## src/logic/sacs_defs.svh

```systemverilog
`ifndef SACS_DEFS_SVH
`define SACS_DEFS_SVH

// Register addresses on the plain register port
`define SACS_ADDR_CONTROL 4'h0
`define SACS_ADDR_CONFIG 4'h1
`define SACS_ADDR_DATA 4'h2
`define SACS_ADDR_CHANNEL 4'h3
`define SACS_ADDR_SHARED 4'h4

// Control register fields
`define SACS_CTL_ENABLE 7
`define SACS_CTL_TRACK 6
`define SACS_CTL_DONE 5
`define SACS_CTL_BUSY 4
`define SACS_CTL_SRC_HI 3
`define SACS_CTL_SRC_LO 1
`define SACS_CTL_RESET 8'h00

// Configuration register fields
`define SACS_CFG_DIV_HI 7
`define SACS_CFG_DIV_LO 3
`define SACS_CFG_GAIN_HI 1
`define SACS_CFG_GAIN_LO 0
`define SACS_CFG_RESET 8'hF8
`define SACS_CFG_MASK 8'hFB

// Channel register keeps three bits
`define SACS_CHAN_MASK 8'h07

// Shared start register: writing this bit mimics the primary busy write
`define SACS_SHARED_BUSY 4

// Sequencing counts in conversion clocks
`define SACS_TRACK_CLOCKS 4'h3
`define SACS_CONV_CLOCKS 4'h8

// Timing figures
`define SACS_SYS_CLOCK_HZ 50000000
`define SACS_SAR_MAX_HZ 7500000
`define SACS_DIV_MIN ((`SACS_SYS_CLOCK_HZ + `SACS_SAR_MAX_HZ - 1) / `SACS_SAR_MAX_HZ - 1)

`endif

```

## src/logic/sacs_pkg.sv

```systemverilog
package sacs_pkg;

    // Start-of-conversion source codes
    typedef enum logic [2:0] {
        SACS_SRC_SOFT = 3'h0,
        SACS_SRC_TIMER3 = 3'h1,
        SACS_SRC_EXTERNAL = 3'h2,
        SACS_SRC_TIMER2 = 3'h3,
        SACS_SRC_SHARED = 3'h4
    } sacs_src_e;

    // Amplifier gain codes
    typedef enum logic [1:0] {
        SACS_GAIN_HALF = 2'h0,
        SACS_GAIN_ONE = 2'h1,
        SACS_GAIN_TWO = 2'h2,
        SACS_GAIN_FOUR = 2'h3
    } sacs_gain_e;

    // Sequencer states
    typedef enum logic [1:0] {
        SACS_IDLE,
        SACS_TRACK,
        SACS_CONVERT
    } sacs_state_e;

endpackage

```

## src/logic/sacs_clock_divider.sv

```systemverilog
`timescale 1ns/100ps
`include "sacs_defs.svh"

// Produces a one-cycle enable every (divisor + 1) system clocks
module sacs_clock_divider #(
    parameter int WIDTH = 5
) (
    // Clock and reset
    input wire logic i_clock,
    input wire logic i_rst_b,
    // Control
    input wire logic i_run,
    input wire logic [WIDTH-1:0] i_divisor,
    // Enable pulse
    output logic o_tick
);
    logic [WIDTH-1:0] count_reg;
    logic [WIDTH-1:0] count_next;
    logic tick_reg;
    wire at_end = (count_reg >= i_divisor);

    // Restart count whenever stopped so each run begins with a full period
    assign count_next = (!i_run || at_end) ? '0 : count_reg + 1'b1;

    // Counter and pulse registers
    always_ff @(posedge i_clock) begin
        if (!i_rst_b) begin
            count_reg <= '0;
            tick_reg <= 1'b0;
        end else begin
            count_reg <= count_next;
            tick_reg <= i_run && at_end;
        end
    end

    assign o_tick = tick_reg;
endmodule // sacs_clock_divider

```

## src/logic/sacs_sequencer.sv

```systemverilog
// Local design decisions: strobed register access and the register offsets.
`timescale 1ns/100ps
`include "sacs_defs.svh"

module sacs_sequencer
    import sacs_pkg::*;
#(
    parameter int DIV_WIDTH = 5,
    parameter int DATA_WIDTH = 8
) (
    // Clock and reset
    input wire logic i_clock,
    input wire logic i_rst_b,
    // Register port
    input wire logic [3:0] i_addr,
    input wire logic [7:0] i_wdata,
    input wire logic i_wr,
    input wire logic i_rd,
    output logic [7:0] o_rdata,
    // Start triggers and chip standby
    input wire logic i_timer3_overflow,
    input wire logic i_timer2_overflow,
    input wire logic i_external_convert_start,
    input wire logic i_primary_busy_write,
    input wire logic i_chip_standby,
    // Analog front end
    input wire logic [DATA_WIDTH-1:0] i_sar_result,
    output logic o_converter_enable,
    output logic o_track,
    output logic o_convert,
    output logic o_sar_tick,
    output sacs_pkg::sacs_gain_e o_gain_select,
    output logic [2:0] o_channel_select,
    // Completion
    output logic o_conversion_done,
    output logic o_interrupt_request
);
    import sacs_pkg::*;

    // Register fields
    logic [7:0] control_reg;  // Enable, track, done, busy, source
    logic [7:0] config_reg;  // Divider and gain
    logic [7:0] channel_reg;  // Input multiplexer selection
    logic [DATA_WIDTH-1:0] data_reg;  // Last result
    logic [7:0] rdata_reg;  // Read data, valid one cycle after strobe
    sacs_state_e state_reg;
    sacs_state_e state_next;
    logic [3:0] clocks_reg;  // Conversion clocks spent in a phase
    logic [3:0] clocks_next;
    logic ext_prev_reg;  // Previous sample of external start
    logic busy_prev_reg;  // Previous busy for falling edge
    logic irq_reg;
    logic track_reg;
    logic convert_reg;

    // Decoded fields
    wire enable = control_reg[`SACS_CTL_ENABLE];
    wire low_power = control_reg[`SACS_CTL_TRACK];
    wire busy = control_reg[`SACS_CTL_BUSY];
    wire [2:0] source = control_reg[`SACS_CTL_SRC_HI:`SACS_CTL_SRC_LO];
    wire [DIV_WIDTH-1:0] divisor = config_reg[`SACS_CFG_DIV_HI:`SACS_CFG_DIV_LO];
    wire sar_tick;

    // Register decode, shared by the write paths
    function automatic logic hit(input logic [3:0] a, input logic [3:0] target, input logic strobe);
        hit = strobe && (a == target);
    endfunction

    wire wr_control = hit(i_addr, `SACS_ADDR_CONTROL, i_wr);
    wire wr_config = hit(i_addr, `SACS_ADDR_CONFIG, i_wr);
    wire wr_channel = hit(i_addr, `SACS_ADDR_CHANNEL, i_wr);
    wire wr_shared = hit(i_addr, `SACS_ADDR_SHARED, i_wr);
    wire soft_busy_write = wr_control && i_wdata[`SACS_CTL_BUSY];
    // Primary busy write or its alias
    wire shared_write = i_primary_busy_write || (wr_shared && i_wdata[`SACS_SHARED_BUSY]);
    wire ext_rise = i_external_convert_start && !ext_prev_reg;

    wire start_selected = (source == SACS_SRC_SOFT) ? soft_busy_write :
                          (source == SACS_SRC_TIMER3) ? i_timer3_overflow :
                          (source == SACS_SRC_EXTERNAL) ? ext_rise :
                          (source == SACS_SRC_TIMER2) ? i_timer2_overflow :
                          (source == SACS_SRC_SHARED) ? shared_write : 1'b0;
    // Starts ignored while disabled or busy
    wire start = enable && !busy && (state_reg == SACS_IDLE) && start_selected;
    // External low-power start converts at once, having tracked while low
    wire skip_track = !low_power || (source == SACS_SRC_EXTERNAL);
    wire phase_end_track = sar_tick && (clocks_reg == `SACS_TRACK_CLOCKS - 4'h1);
    wire phase_end_conv = sar_tick && (clocks_reg == `SACS_CONV_CLOCKS - 4'h1);
    wire finish = (state_reg == SACS_CONVERT) && phase_end_conv;

    sacs_clock_divider #(
        .WIDTH(DIV_WIDTH)
    ) u_divider (
        .i_clock(i_clock),
        .i_rst_b(i_rst_b),
        .i_run(state_reg != SACS_IDLE),
        .i_divisor(divisor),
        .o_tick(sar_tick)
    );

    always_comb begin
        state_next = state_reg;
        clocks_next = clocks_reg;
        unique case (state_reg)
            SACS_IDLE: begin
                clocks_next = 4'h0;
                if (start) begin
                    state_next = skip_track ? SACS_CONVERT : SACS_TRACK;
                end
            end
            SACS_TRACK: begin
                if (phase_end_track) begin
                    state_next = SACS_CONVERT;
                    clocks_next = 4'h0;
                end else if (sar_tick) begin
                    clocks_next = clocks_reg + 4'h1;
                end
            end
            SACS_CONVERT: begin
                if (phase_end_conv) begin
                    state_next = SACS_IDLE;
                    clocks_next = 4'h0;
                end else if (sar_tick) begin
                    clocks_next = clocks_reg + 4'h1;
                end
            end
        endcase
        if (!enable) begin
            state_next = SACS_IDLE;
            clocks_next = 4'h0;
        end
    end

    // Sequencer state
    always_ff @(posedge i_clock) begin
        if (!i_rst_b) begin
            state_reg <= SACS_IDLE;
            clocks_reg <= 4'h0;
        end else begin
            state_reg <= state_next;
            clocks_reg <= clocks_next;
        end
    end

    // Control register: software fields, busy owned by hardware, done written by software and set by hardware
    // Busy high for whole conversion
    // Done set on busy fall, set beats clear
    always_ff @(posedge i_clock) begin
        if (!i_rst_b) begin
            control_reg <= `SACS_CTL_RESET;
        end else begin
            if (wr_control) begin
                control_reg[`SACS_CTL_ENABLE] <= i_wdata[`SACS_CTL_ENABLE];
                control_reg[`SACS_CTL_TRACK] <= i_wdata[`SACS_CTL_TRACK];
                control_reg[`SACS_CTL_DONE] <= i_wdata[`SACS_CTL_DONE];
                control_reg[`SACS_CTL_SRC_HI:`SACS_CTL_SRC_LO] <= i_wdata[`SACS_CTL_SRC_HI:`SACS_CTL_SRC_LO];
            end
            if (busy_prev_reg && !busy) begin
                control_reg[`SACS_CTL_DONE] <= 1'b1;
            end
            control_reg[`SACS_CTL_BUSY] <= enable && (state_next != SACS_IDLE);
            control_reg[0] <= 1'b0;
        end
    end

    // Configuration and channel registers
    // Gain resets to half
    // Gain code held in low bits
    always_ff @(posedge i_clock) begin
        if (!i_rst_b) begin
            config_reg <= `SACS_CFG_RESET;
            channel_reg <= 8'h00;
        end else begin
            if (wr_config) begin
                config_reg <= i_wdata & `SACS_CFG_MASK;
            end
            if (wr_channel) begin
                channel_reg <= i_wdata & `SACS_CHAN_MASK;
            end
        end
    end

    always_ff @(posedge i_clock) begin
        if (!i_rst_b) begin
            data_reg <= '0;
        end else if (finish) begin
            data_reg <= i_sar_result;
        end
    end

    // Edge history, interrupt pulse and front-end controls
    // Normal mode tracks while idle
    always_ff @(posedge i_clock) begin
        if (!i_rst_b) begin
            // Idle-high pin must not look like an edge after reset
            ext_prev_reg <= 1'b1;
            busy_prev_reg <= 1'b0;
            irq_reg <= 1'b0;
            track_reg <= 1'b0;
            convert_reg <= 1'b0;
        end else begin
            ext_prev_reg <= i_external_convert_start;
            busy_prev_reg <= busy;
            irq_reg <= busy_prev_reg && !busy;
            convert_reg <= enable && (state_next == SACS_CONVERT);
            track_reg <= enable && !i_chip_standby && (
                (state_next == SACS_TRACK) ||
                ((state_next == SACS_IDLE) && !low_power) ||
                ((state_next == SACS_IDLE) && (source == SACS_SRC_EXTERNAL) && !i_external_convert_start));
        end
    end

    // Read data one cycle after strobe; unmapped addresses read zero
    wire [7:0] read_mux = (i_addr == `SACS_ADDR_CONTROL) ? control_reg :
                          (i_addr == `SACS_ADDR_CONFIG) ? config_reg :
                          (i_addr == `SACS_ADDR_DATA) ? data_reg :
                          (i_addr == `SACS_ADDR_CHANNEL) ? channel_reg : 8'h00;
    always_ff @(posedge i_clock) begin
        if (!i_rst_b) begin
            rdata_reg <= 8'h00;
        end else begin
            rdata_reg <= i_rd ? read_mux : 8'h00;
        end
    end

    // Outputs
    assign o_rdata = rdata_reg;
    assign o_converter_enable = enable;
    assign o_track = track_reg;
    assign o_convert = convert_reg;
    assign o_sar_tick = sar_tick;
    assign o_gain_select = sacs_gain_e'(config_reg[`SACS_CFG_GAIN_HI:`SACS_CFG_GAIN_LO]);
    assign o_channel_select = channel_reg[2:0];
    assign o_conversion_done = control_reg[`SACS_CTL_DONE];
    assign o_interrupt_request = irq_reg;
endmodule // sacs_sequencer

```

## config.mk

```make
export PLATFORM = sky130hd
export DESIGN_NAME = sacs_sequencer
export DESIGN_NICKNAME = d
export VERILOG_FILES = /design/src/logic/sacs_pkg.sv /design/src/logic/sacs_clock_divider.sv /design/src/logic/sacs_sequencer.sv
export VERILOG_INCLUDE_DIRS = /design/src /design/src/logic
export SDC_FILE = /design/constraint.sdc
export NUM_CORES = 1
export LEC_CHECK = 0
export BUFFER_PORTS_ARGS = -buffer_cell sky130_fd_sc_hd__buf_2
export CAP_MARGIN = 15
export CORE_ASPECT_RATIO = 0.7
export CORE_UTILIZATION = 50
export DETAILED_ROUTE_END_ITERATION = 8
export HOLD_SLACK_MARGIN = 0.02
export PLACE_DENSITY = 0.73
export SKIP_LAST_GASP = 1
export SLEW_MARGIN = 5
export SYNTH_ARGS = -nofsm -noshare
export SYNTH_HDL_FRONTEND = slang
export SYNTH_SLANG_ARGS = --single-unit
```

## constraint.sdc

```tcl
create_clock -name i_clock -period 2.55 [get_ports i_clock]
set_input_delay 0.3825 -clock i_clock [delete_from_list [all_inputs] [get_ports i_clock]]
set_output_delay 0.3825 -clock i_clock [all_outputs]
set_load 0.005 [all_outputs]
```

# ---- Yosys cells after proc, flatten, opt, wreduce, memory -nomap -nowiden
# Cells that the tools add are included.
dict set report op_classes {
  addsub 2
  multipliers 0
  div 0
  order_cmp 1
  eq_ne 14
  n_shift 0
  n_mux 21
  bitwise_logic 1
  n_reduce_logical 43
}
# op count
set op_table {}
lappend op_table {{2-to-1 mux 8 bit} 3}
lappend op_table {{logical AND 1 bit} 22}
lappend op_table {{== test 4 x 2 -> 1 bit, second input constant} 3}
lappend op_table {{2-to-1 mux 4 bit} 3}
lappend op_table {{one-hot mux 4 bit (3 select lines)} 1}
lappend op_table {{2-to-1 mux 2 bit} 5}
lappend op_table {{== test 4 x 3 -> 1 bit, second input constant} 2}
lappend op_table {{== test 3 x 2 -> 1 bit, second input constant} 2}
lappend op_table {{logical NOT 1 bit} 6}
lappend op_table {{2-to-1 mux 1 bit} 6}
lappend op_table {{2-to-1 mux 3 bit} 2}
lappend op_table {{one-hot mux 2 bit (3 select lines)} 1}
lappend op_table {{nonzero test 2 bit} 3}
lappend op_table {{adder 5 x 1 -> 5 bit, second input constant} 1}
lappend op_table {{>= comparator 5 bit} 1}
lappend op_table {{logical OR 1 bit} 5}
lappend op_table {{adder 4 x 1 -> 4 bit, second input constant} 1}
lappend op_table {{== test 2 x 1 -> 1 bit, second input constant} 2}
lappend op_table {{== test 2 bit, second input constant} 2}
lappend op_table {{== test 4 x 1 -> 1 bit, second input constant} 1}
lappend op_table {{logical NOT 2 bit} 2}
lappend op_table {{logical NOT 4 bit} 1}
lappend op_table {{AND reduction 2 bit} 2}
lappend op_table {{== test 3 x 1 -> 1 bit, second input constant} 1}
lappend op_table {{other kinds (4)} 4}
dict set report word_totals {
  regBits 51
  latchBits 0
  ramBits 0
  romBits 0
  output_inout_bits 19
  elab_cells 99
  memories 0
}

# ---- Depth between registers and ports, before layout
# Gate-level depths: netlist of the first run.
dict set report logic_depth {
  word_depth 18
  ltp_mapped 8
  mapped_depth_nobuf 8
}

# ---- Hierarchy
# A second synthesis of the first run with hierarchy kept.
dict set report unflattened {
  hier_cells 249
  hier_area_um2 2346.0
}
# mod instances cells_per_inst area_per_inst_um2 seq_area_each_um2
set by_module_without_submodules {}
lappend by_module_without_submodules {sacs_sequencer 1 212 2006.9 880.8}
lappend by_module_without_submodules {sacs_clock_divider 1 37 339.1 120.1}

# ---- Least setup slack after synthesis of the first run
# No wires, ideal clock.
dict set report synth_path {
  kind {reg2reg}
  from {reg state_reg[0]}
  to {reg convert_reg, in the netlist o_convert}
  arrival_ps 1697
  t_required_ps 2434
  slack_ps 737
  path_stages_with_launch 9
  synth_period_minus_slack_ps 1813
  cell_sequence {dfxtp_1 -> inv_1 -> ha_1 -> nand2_1 -> a311oi_1 -> o2111ai_2 -> a311oi_2 -> o21ai_1 -> and3b_1}
}
dict set report synth_via {
  elab_chain_cells 8
  word_cells_on_any_way 12
  classes_between {eq/ne (3); mux (5); reduce/logical (4)}
}
# item line_no
set synth_lines {}
lappend synth_lines {{start: declaration} sacs_sequencer.sv:46} ;# sacs_state_e state_reg;
lappend synth_lines {{start signal: assignment} sacs_sequencer.sv:140} ;# state_reg <= state_next;
lappend synth_lines {{logical NOT 2 bit} {sacs_sequencer.sv:84, sacs_sequencer.sv:104}}
lappend synth_lines {{logical AND 1 bit (2 in a row)} sacs_sequencer.sv:84} ;# wire start = enable && !busy && (state_reg == SACS_IDLE) && start_selected;
lappend synth_lines {{2-to-1 mux 2 bit} sacs_sequencer.sv:107} ;# if (start) begin
lappend synth_lines {{one-hot mux 2 bit (3 select lines) *} sacs_sequencer.sv:104} ;# unique case (state_reg)
lappend synth_lines {{2-to-1 mux 2 bit *} sacs_sequencer.sv:128} ;# if (!enable) begin
lappend synth_lines {{== test 2 bit *} sacs_sequencer.sv:205} ;# convert_reg <= enable && (state_next == SACS_CONVERT);
lappend synth_lines {{logical AND 1 bit *} sacs_sequencer.sv:205}
lappend synth_lines {{end signal: assignment} sacs_sequencer.sv:205}
lappend synth_lines {{end: declaration} sacs_sequencer.sv:54} ;# logic convert_reg;
# Mark *: on every way between the ends. The rest lies on a longest branch, timed or not.
# A chain may end at the register's enable or synchronous reset.

# ---- Worst setup path after layout of the first run
# Ends and elaborated chain as after synthesis.

==> results of run 1 <==
[power by group]
| part | leakage, nW | internal, mW | switching [mW] | total, mW |
|---|---|---|---|---|
| combinational | 0.796 | 0.0333 | 0.0434 | 0.0767 |
| clock | 0.0579 | 0.289 | 0.255 | 0.544 |
| sequential | 0.404 | 0.786 | 0.00385 | 0.789 |
[Yosys cell counts (4+ instances only)]
library cell / number
a21oi_1: 13
clkbuf_1: 9
xor2_1: 4
buf_4: 4
nand2b_1: 6
dfxtp_1: 50
mux2i_1: 19
ha_1: 11
nor2_1: 34
nor2b_1: 4
inv_1: 16
nand2_1: 21
a21o_1: 4
a22oi_1: 8
nor3_1: 8
nand3_1: 8
[worst register-to-register path: cells and delay by family, from the launching register on]
kind / cells / cell delay (ns)
buf+inv: 1 / 0.14
simple gates: 2 / 0.24
fa+ha+maj: 1 / 0.19
compound gates: 4 / 1.01
flops: 1 / 0.33
[logic make-up (layout without fill, tap and decap cells)]
family / after synthesis / in the layout / share of synthesized area (%)
AOI/OAI and AO/OA: 42 / 42 / 13.2
xor gates and xnor gates: 7 / 7 / 2.73
adders and majority gates: 11 / 11 / 6.14
buffers and inverters: 29 / 74 / 5.52
DFF: 50 / 50 / 44.6
muxes: 19 / 19 / 8.48
and+or+nand+nor: 92 / 92 / 19.3
[area by class of cell]
| type | instances | share of cell area (%) |
|---|---|---|
| timing repair buffer | 50 | 9.88 |
| inverter | 16 | 2.30 |
| sequential | 50 | 38.4 |
| multi-input combinational | 171 | 42.8 |
| clock buffer | 5 | 2.64 |
| clock inverter | 3 | 1.53 |
| tap | 52 | 2.49 |
[per-layer routing]
layer,vias to the layer above,global-route usage (%),share of wire (%)
met5,-,0,0
met1,822,32.4,51
met2,52,32.0,42
li1,943,-,-
met4,0,6.52,1.1
met3,7,5.98,6.3
[worst paths after layout]
path	endpoint	slack, ns
setup / recovery	o_convert$_SDFF_PN0_	0.54
hold / removal	o_track$_SDFF_PN0_	0.24
setup reg to reg	o_convert$_SDFF_PN0_	0.54
hold reg to reg	o_interrupt_request$_SDFF_PN0_	0.47
[metrics by stage]
stage	cell area, um2	power, mW	std cells	hold slack (ns)
finish	2610	1.41	347	0.241
CTS	2610	1.42	347	0.240
global route	2610	1.47	347	0.252
detailed placement	2500	0.884	339	0.451
global placement	2500	0.883	339	0.457
floorplan	2240	0.845	250	0.433
==> results.toml, run 1 <==
[run_status]
status = "finished clean"

[clocking]
cts_hold_buf = 0
cts_buffers = 5
postCtsSetupRepairBufs = 0
clockBufferDepth = 2
cts_tree = "built"
htreeDepth = 2
clock_sinks = 50
cts_resized = 0
path_clk_slew_ns = 0.09
clockRootBuffer = "clkbuf_8"
clock_latency_ns = 0.30

[setup_path]
r2r_start = "state_reg[0]$_SDFF_PN0_"
crit_chain = "inv_1, ha_1, nand2_1, a311oi_1, o2111ai_2, a311oi_2, o21ai_1, and3b_1"
cpMaxStageDelayCell = "a311oi_2"
reg2regPathDepth = 8
required_ns = 2.75
cp_max_fo = 4
slowest_delay_ns = 0.37
crit_arrival_ns = 2.21
crit_family = "compound AO/OA/AOI/OAI gates"
crit_type = "reg -> reg"
startpoint_type = "register"
crit_start = "state_reg[0]$_SDFF_PN0_"
critPathBufInv = 1
path_depth = 8
crit_path_end_kind = "register"

[synthesis]
synth_edf_count = 0
synth_flop_cell = "dfxtp_1"
synth.top_cell.area_share_pct = 44.6
ys_types = 42
ys_ff_latch = 50
synth_nets = 290
yosys-top-cells-area = "dfxtp_1 45%, mux2i_1 8.5%, ha_1 6.1%"
netlist_area_um2 = 2240
ys_warn_count = 0
syn_inst = 250
synth_top_cell_by_area = "dfxtp_1"
ys_seq_area_share_pct = 44.6
avgSynthCellArea_um2 = 8.97
async_reset_ff_share_pct = 0

[grt]
grt_max_degree = 21
track_usage_pct = 22.2
grt.overflow.total = 0
antenna_found_initial = 0
grt_pass1_wl_um = 7940
first_global_vias = 1631

[drt]
drtIter0Drc = 99
route.vias.total = 1824
remaining_drc_errors = 0
dr.pass1.iters = 4
routed_wl_um = 4720
via_per_inst = 5.26
wl_per_cell_um = 13.6
antenna_left = 0

[power]
p_leak_nw = 1.26
p_per_area_nw_per_um2 = 540
vdd_drop_max_mv = 0.378

[floorplan]
coreArea_um2 = 4110
dieWidth_um = 82.0
io_pins = 48
dieArea_um2 = 4760
initial_core_util_pct = 54.5
core.rowCount = 19
die_h_um = 58.0

[hold_path]
hp-class = "in -> reg"
min_from = "i_chip_standby"
hold_depth = 2

[finish]
final_common_cell = "dfxtp_1"
nNetsFinal = 334
final_cell_mix = "50 x dfxtp_1, 47 x buf_2, 34 x nor2_1, 21 x nand2_1, 19 x mux2i_1"
antenna_cells = 0
fin_util_pct = 63.5
fillers = 368
drive_above_1_share_pct = 20.7
regArea_um2 = 1000
multi_input_area_um2 = 1120
area_growth_pct = 16.4

[sta]
period_minus_slack_ns = 2.01
setup_viol = 0
tightest_slew_ns = 0.648
setup_slack_ns = 0.543
rsz0062_at_grt = "no"
clock_skew_ns = 0.00784
fmax_mhz = 498
fin_crit_sh_pct = 78.7
slew_violations = 0
hold_violations = 0
max_slew_margin_pct = 56.8
fin_setup_tns_ns = 0

[placed_design]
numPortBuffers = 47
place.gp.congestion = 0.786
pre_cts_ws_ns = 0.562
hpwlAfterDp_um = 3530

[run]
maxCapViolCount = 0
Note: power is estimated with default switching activity, not from simulation.
==> run 2, diff against run 1 <==
--- a/config.mk
+++ b/config.mk
@@ -9,7 +9,7 @@
 export BUFFER_PORTS_ARGS = -buffer_cell sky130_fd_sc_hd__buf_2
 export CAP_MARGIN = 15
 export CORE_ASPECT_RATIO = 0.7
-export CORE_UTILIZATION = 50
+export CORE_UTILIZATION = 48
 export DETAILED_ROUTE_END_ITERATION = 8
 export HOLD_SLACK_MARGIN = 0.02
 export PLACE_DENSITY = 0.73
==> constraint.sdc (replaced) <==
create_clock -name i_clock -period 1.6 [get_ports i_clock]
set_input_delay 0.24 -clock i_clock [delete_from_list [all_inputs] [get_ports i_clock]]
set_output_delay 0.24 -clock i_clock [all_outputs]
set_load 0.005 [all_outputs]
==> run 2 against run 1 <==
The run now ends with setup timing left. Power increased by 75%. Worst hold slack lost 0.15 ns. Highest routed layer unchanged. Clock-buffer cell count rose by 1. Combinational power rose by 79%.
==> results.toml, run 2 (synthesis results as in run 1) <==
[drt]
routed_wl_um = 5040
wl_per_cell_um = 13.3
drtIter0Drc = 97
route.vias.total = 1968
remaining_drc_errors = 0
dr.pass1.iters = 4
antenna_left = 0
via_per_inst = 5.19

[setup_path]
startpoint_type = "register"
reg2regPathDepth = 9
crit_path_end_kind = "register"
required_ns = 1.80
crit_type = "reg -> reg"
cp_max_fo = 4
r2r_start = "state_reg[0]$_SDFF_PN0_"
crit_arrival_ns = 1.99
crit_start = "state_reg[0]$_SDFF_PN0_"

[run_status]
status = "finished with violations"
violations = "setup timing"

[grt]
track_usage_pct = 21.7
grt_pass1_wl_um = 8380
grt_max_degree = 21
first_global_vias = 1773
grt.overflow.total = 0
antenna_found_initial = 0

[finish]
final_cell_mix = "47 x buf_2, 45 x dfxtp_1, 34 x nor2_1, 31 x buf_4, 20 x nand2_1"
antenna_cells = 0
area_growth_pct = 33.2
drive_above_1_share_pct = 34.9
final_cell_area_um2 = 2990
nNetsFinal = 363
fillers = 367
final_common_cell = "buf_2"
multi_input_area_um2 = 1220
fin_util_pct = 67.8
regArea_um2 = 1010

[sta]
fin_crit_sh_pct = 112
slew_violations = 0
rsz0062_at_grt = "yes"
period_minus_slack_ns = 1.79
hold_violations = 0
setup_slack_ns = -0.187
fmax_mhz = 559
clock_skew_ns = 0.00623
max_slew_margin_pct = 69.2
tightest_slew_ns = 0.459
holdWs_ns = 0.0924
setup_viol = 11

[power]
vdd_drop_max_mv = 0.601
p_leak_nw = 1.44
p_sw_uw = 488
p_per_area_nw_per_um2 = 827
power.share.switching_pct = 19.8
sequentialPowerShare_pct = 50.9
combPwrFrac_pct = 5.6
finalPower_mw = 2.47
clkPwrFrac_pct = 43.5
p_int_mw = 1.98

[floorplan]
coreArea_um2 = 4400
initial_core_util_pct = 50.9
die_h_um = 59.2
dieArea_um2 = 4950
core.rowCount = 20
io_pins = 48
dieWidth_um = 83.7

[clocking]
cts_buffers = 5
clockBufferDepth = 2
clock_sinks = 50
clock_latency_ns = 0.30
path_clk_slew_ns = 0.08
htreeDepth = 2
clockRootBuffer = "clkbuf_8"
cts_tree = "built"

[placed_design]
pre_cts_ws_ns = -0.105
numPortBuffers = 47
hpwlAfterDp_um = 3790
place.gp.congestion = 0.815
place_area_um2 = 2720

[hold_path]
hp-class = "in -> reg"
min_from = "i_chip_standby"
hold_depth = 2

[run]
maxCapViolCount = 0
==> run 2: routing by layer <==
metal	up-vias	GRT usage [%]	wire, um
li1	1000	-	-
met1	898	30.4	2450
met2	64	34.5	2210
met3	6	5.57	346
met4	0	4.36	34
met5	-	0	0
==> run 2: timing repair <==
action	CTS	global route
endpoints found under the setup margin	9	12
hold buffers	0	0
pin swaps	7	5
gates resized for setup	6	10
cloned	0	0
setup buffers	2	3
==> run 2: area by class of cell <==
type / instances / share of cell area [%]
Tap cell: 55 / 2.30
Inverter: 16 / 2.01
Sequential cell: 50 / 33.7
Clock inverter: 2 / 2.01
Clock buffer: 6 / 2.76
Timing Repair Buffer: 79 / 16.3
Multi-Input combinational cell: 171 / 40.8
==> run 2: path summary, 6_finish.rpt <==
kind / to / slack (ns)
min: o_track$_SDFF_PN0_ / 0.09
max: o_track$_SDFF_PN0_ / -0.19
min reg2reg: o_interrupt_request$_SDFF_PN0_ / 0.47
max reg2reg: o_track$_SDFF_PN0_ / -0.19
==> run 2: per-stage QoR <==
stage | instances | setup TNS, ns
after floorplan | 250 | -0.00429
after global placement | 366 | -0.288
after detailed placement | 366 | -0.710
after CTS | 376 | -0.577
after global routing | 379 | -1.91
final | 379 | -0.948
==> run 2: worst max-delay path, cell delays in order (launching register included) <==
cell and delay (ns):
dfxtp_2 0.33, inv_2 0.08, ha_4 0.14, nand2_4 0.05
a311oi_2 0.21, o2111ai_2 0.20, buf_4 0.19, nand2_1 0.07
o221ai_2 0.12, nor4_1 0.29
==> run 2: power by group through the flow <==
stage / Clock, mW / Combinational, mW / Sequential (mW)
finish: 1.08 / 0.137 / 1.26
global route: 1.16 / 0.151 / 1.26
CTS: 1.09 / 0.137 / 1.26
detailed placement: 0 / 0.135 / 1.29
global placement: 0 / 0.133 / 1.29
floorplan: 0 / 0.0616 / 1.29
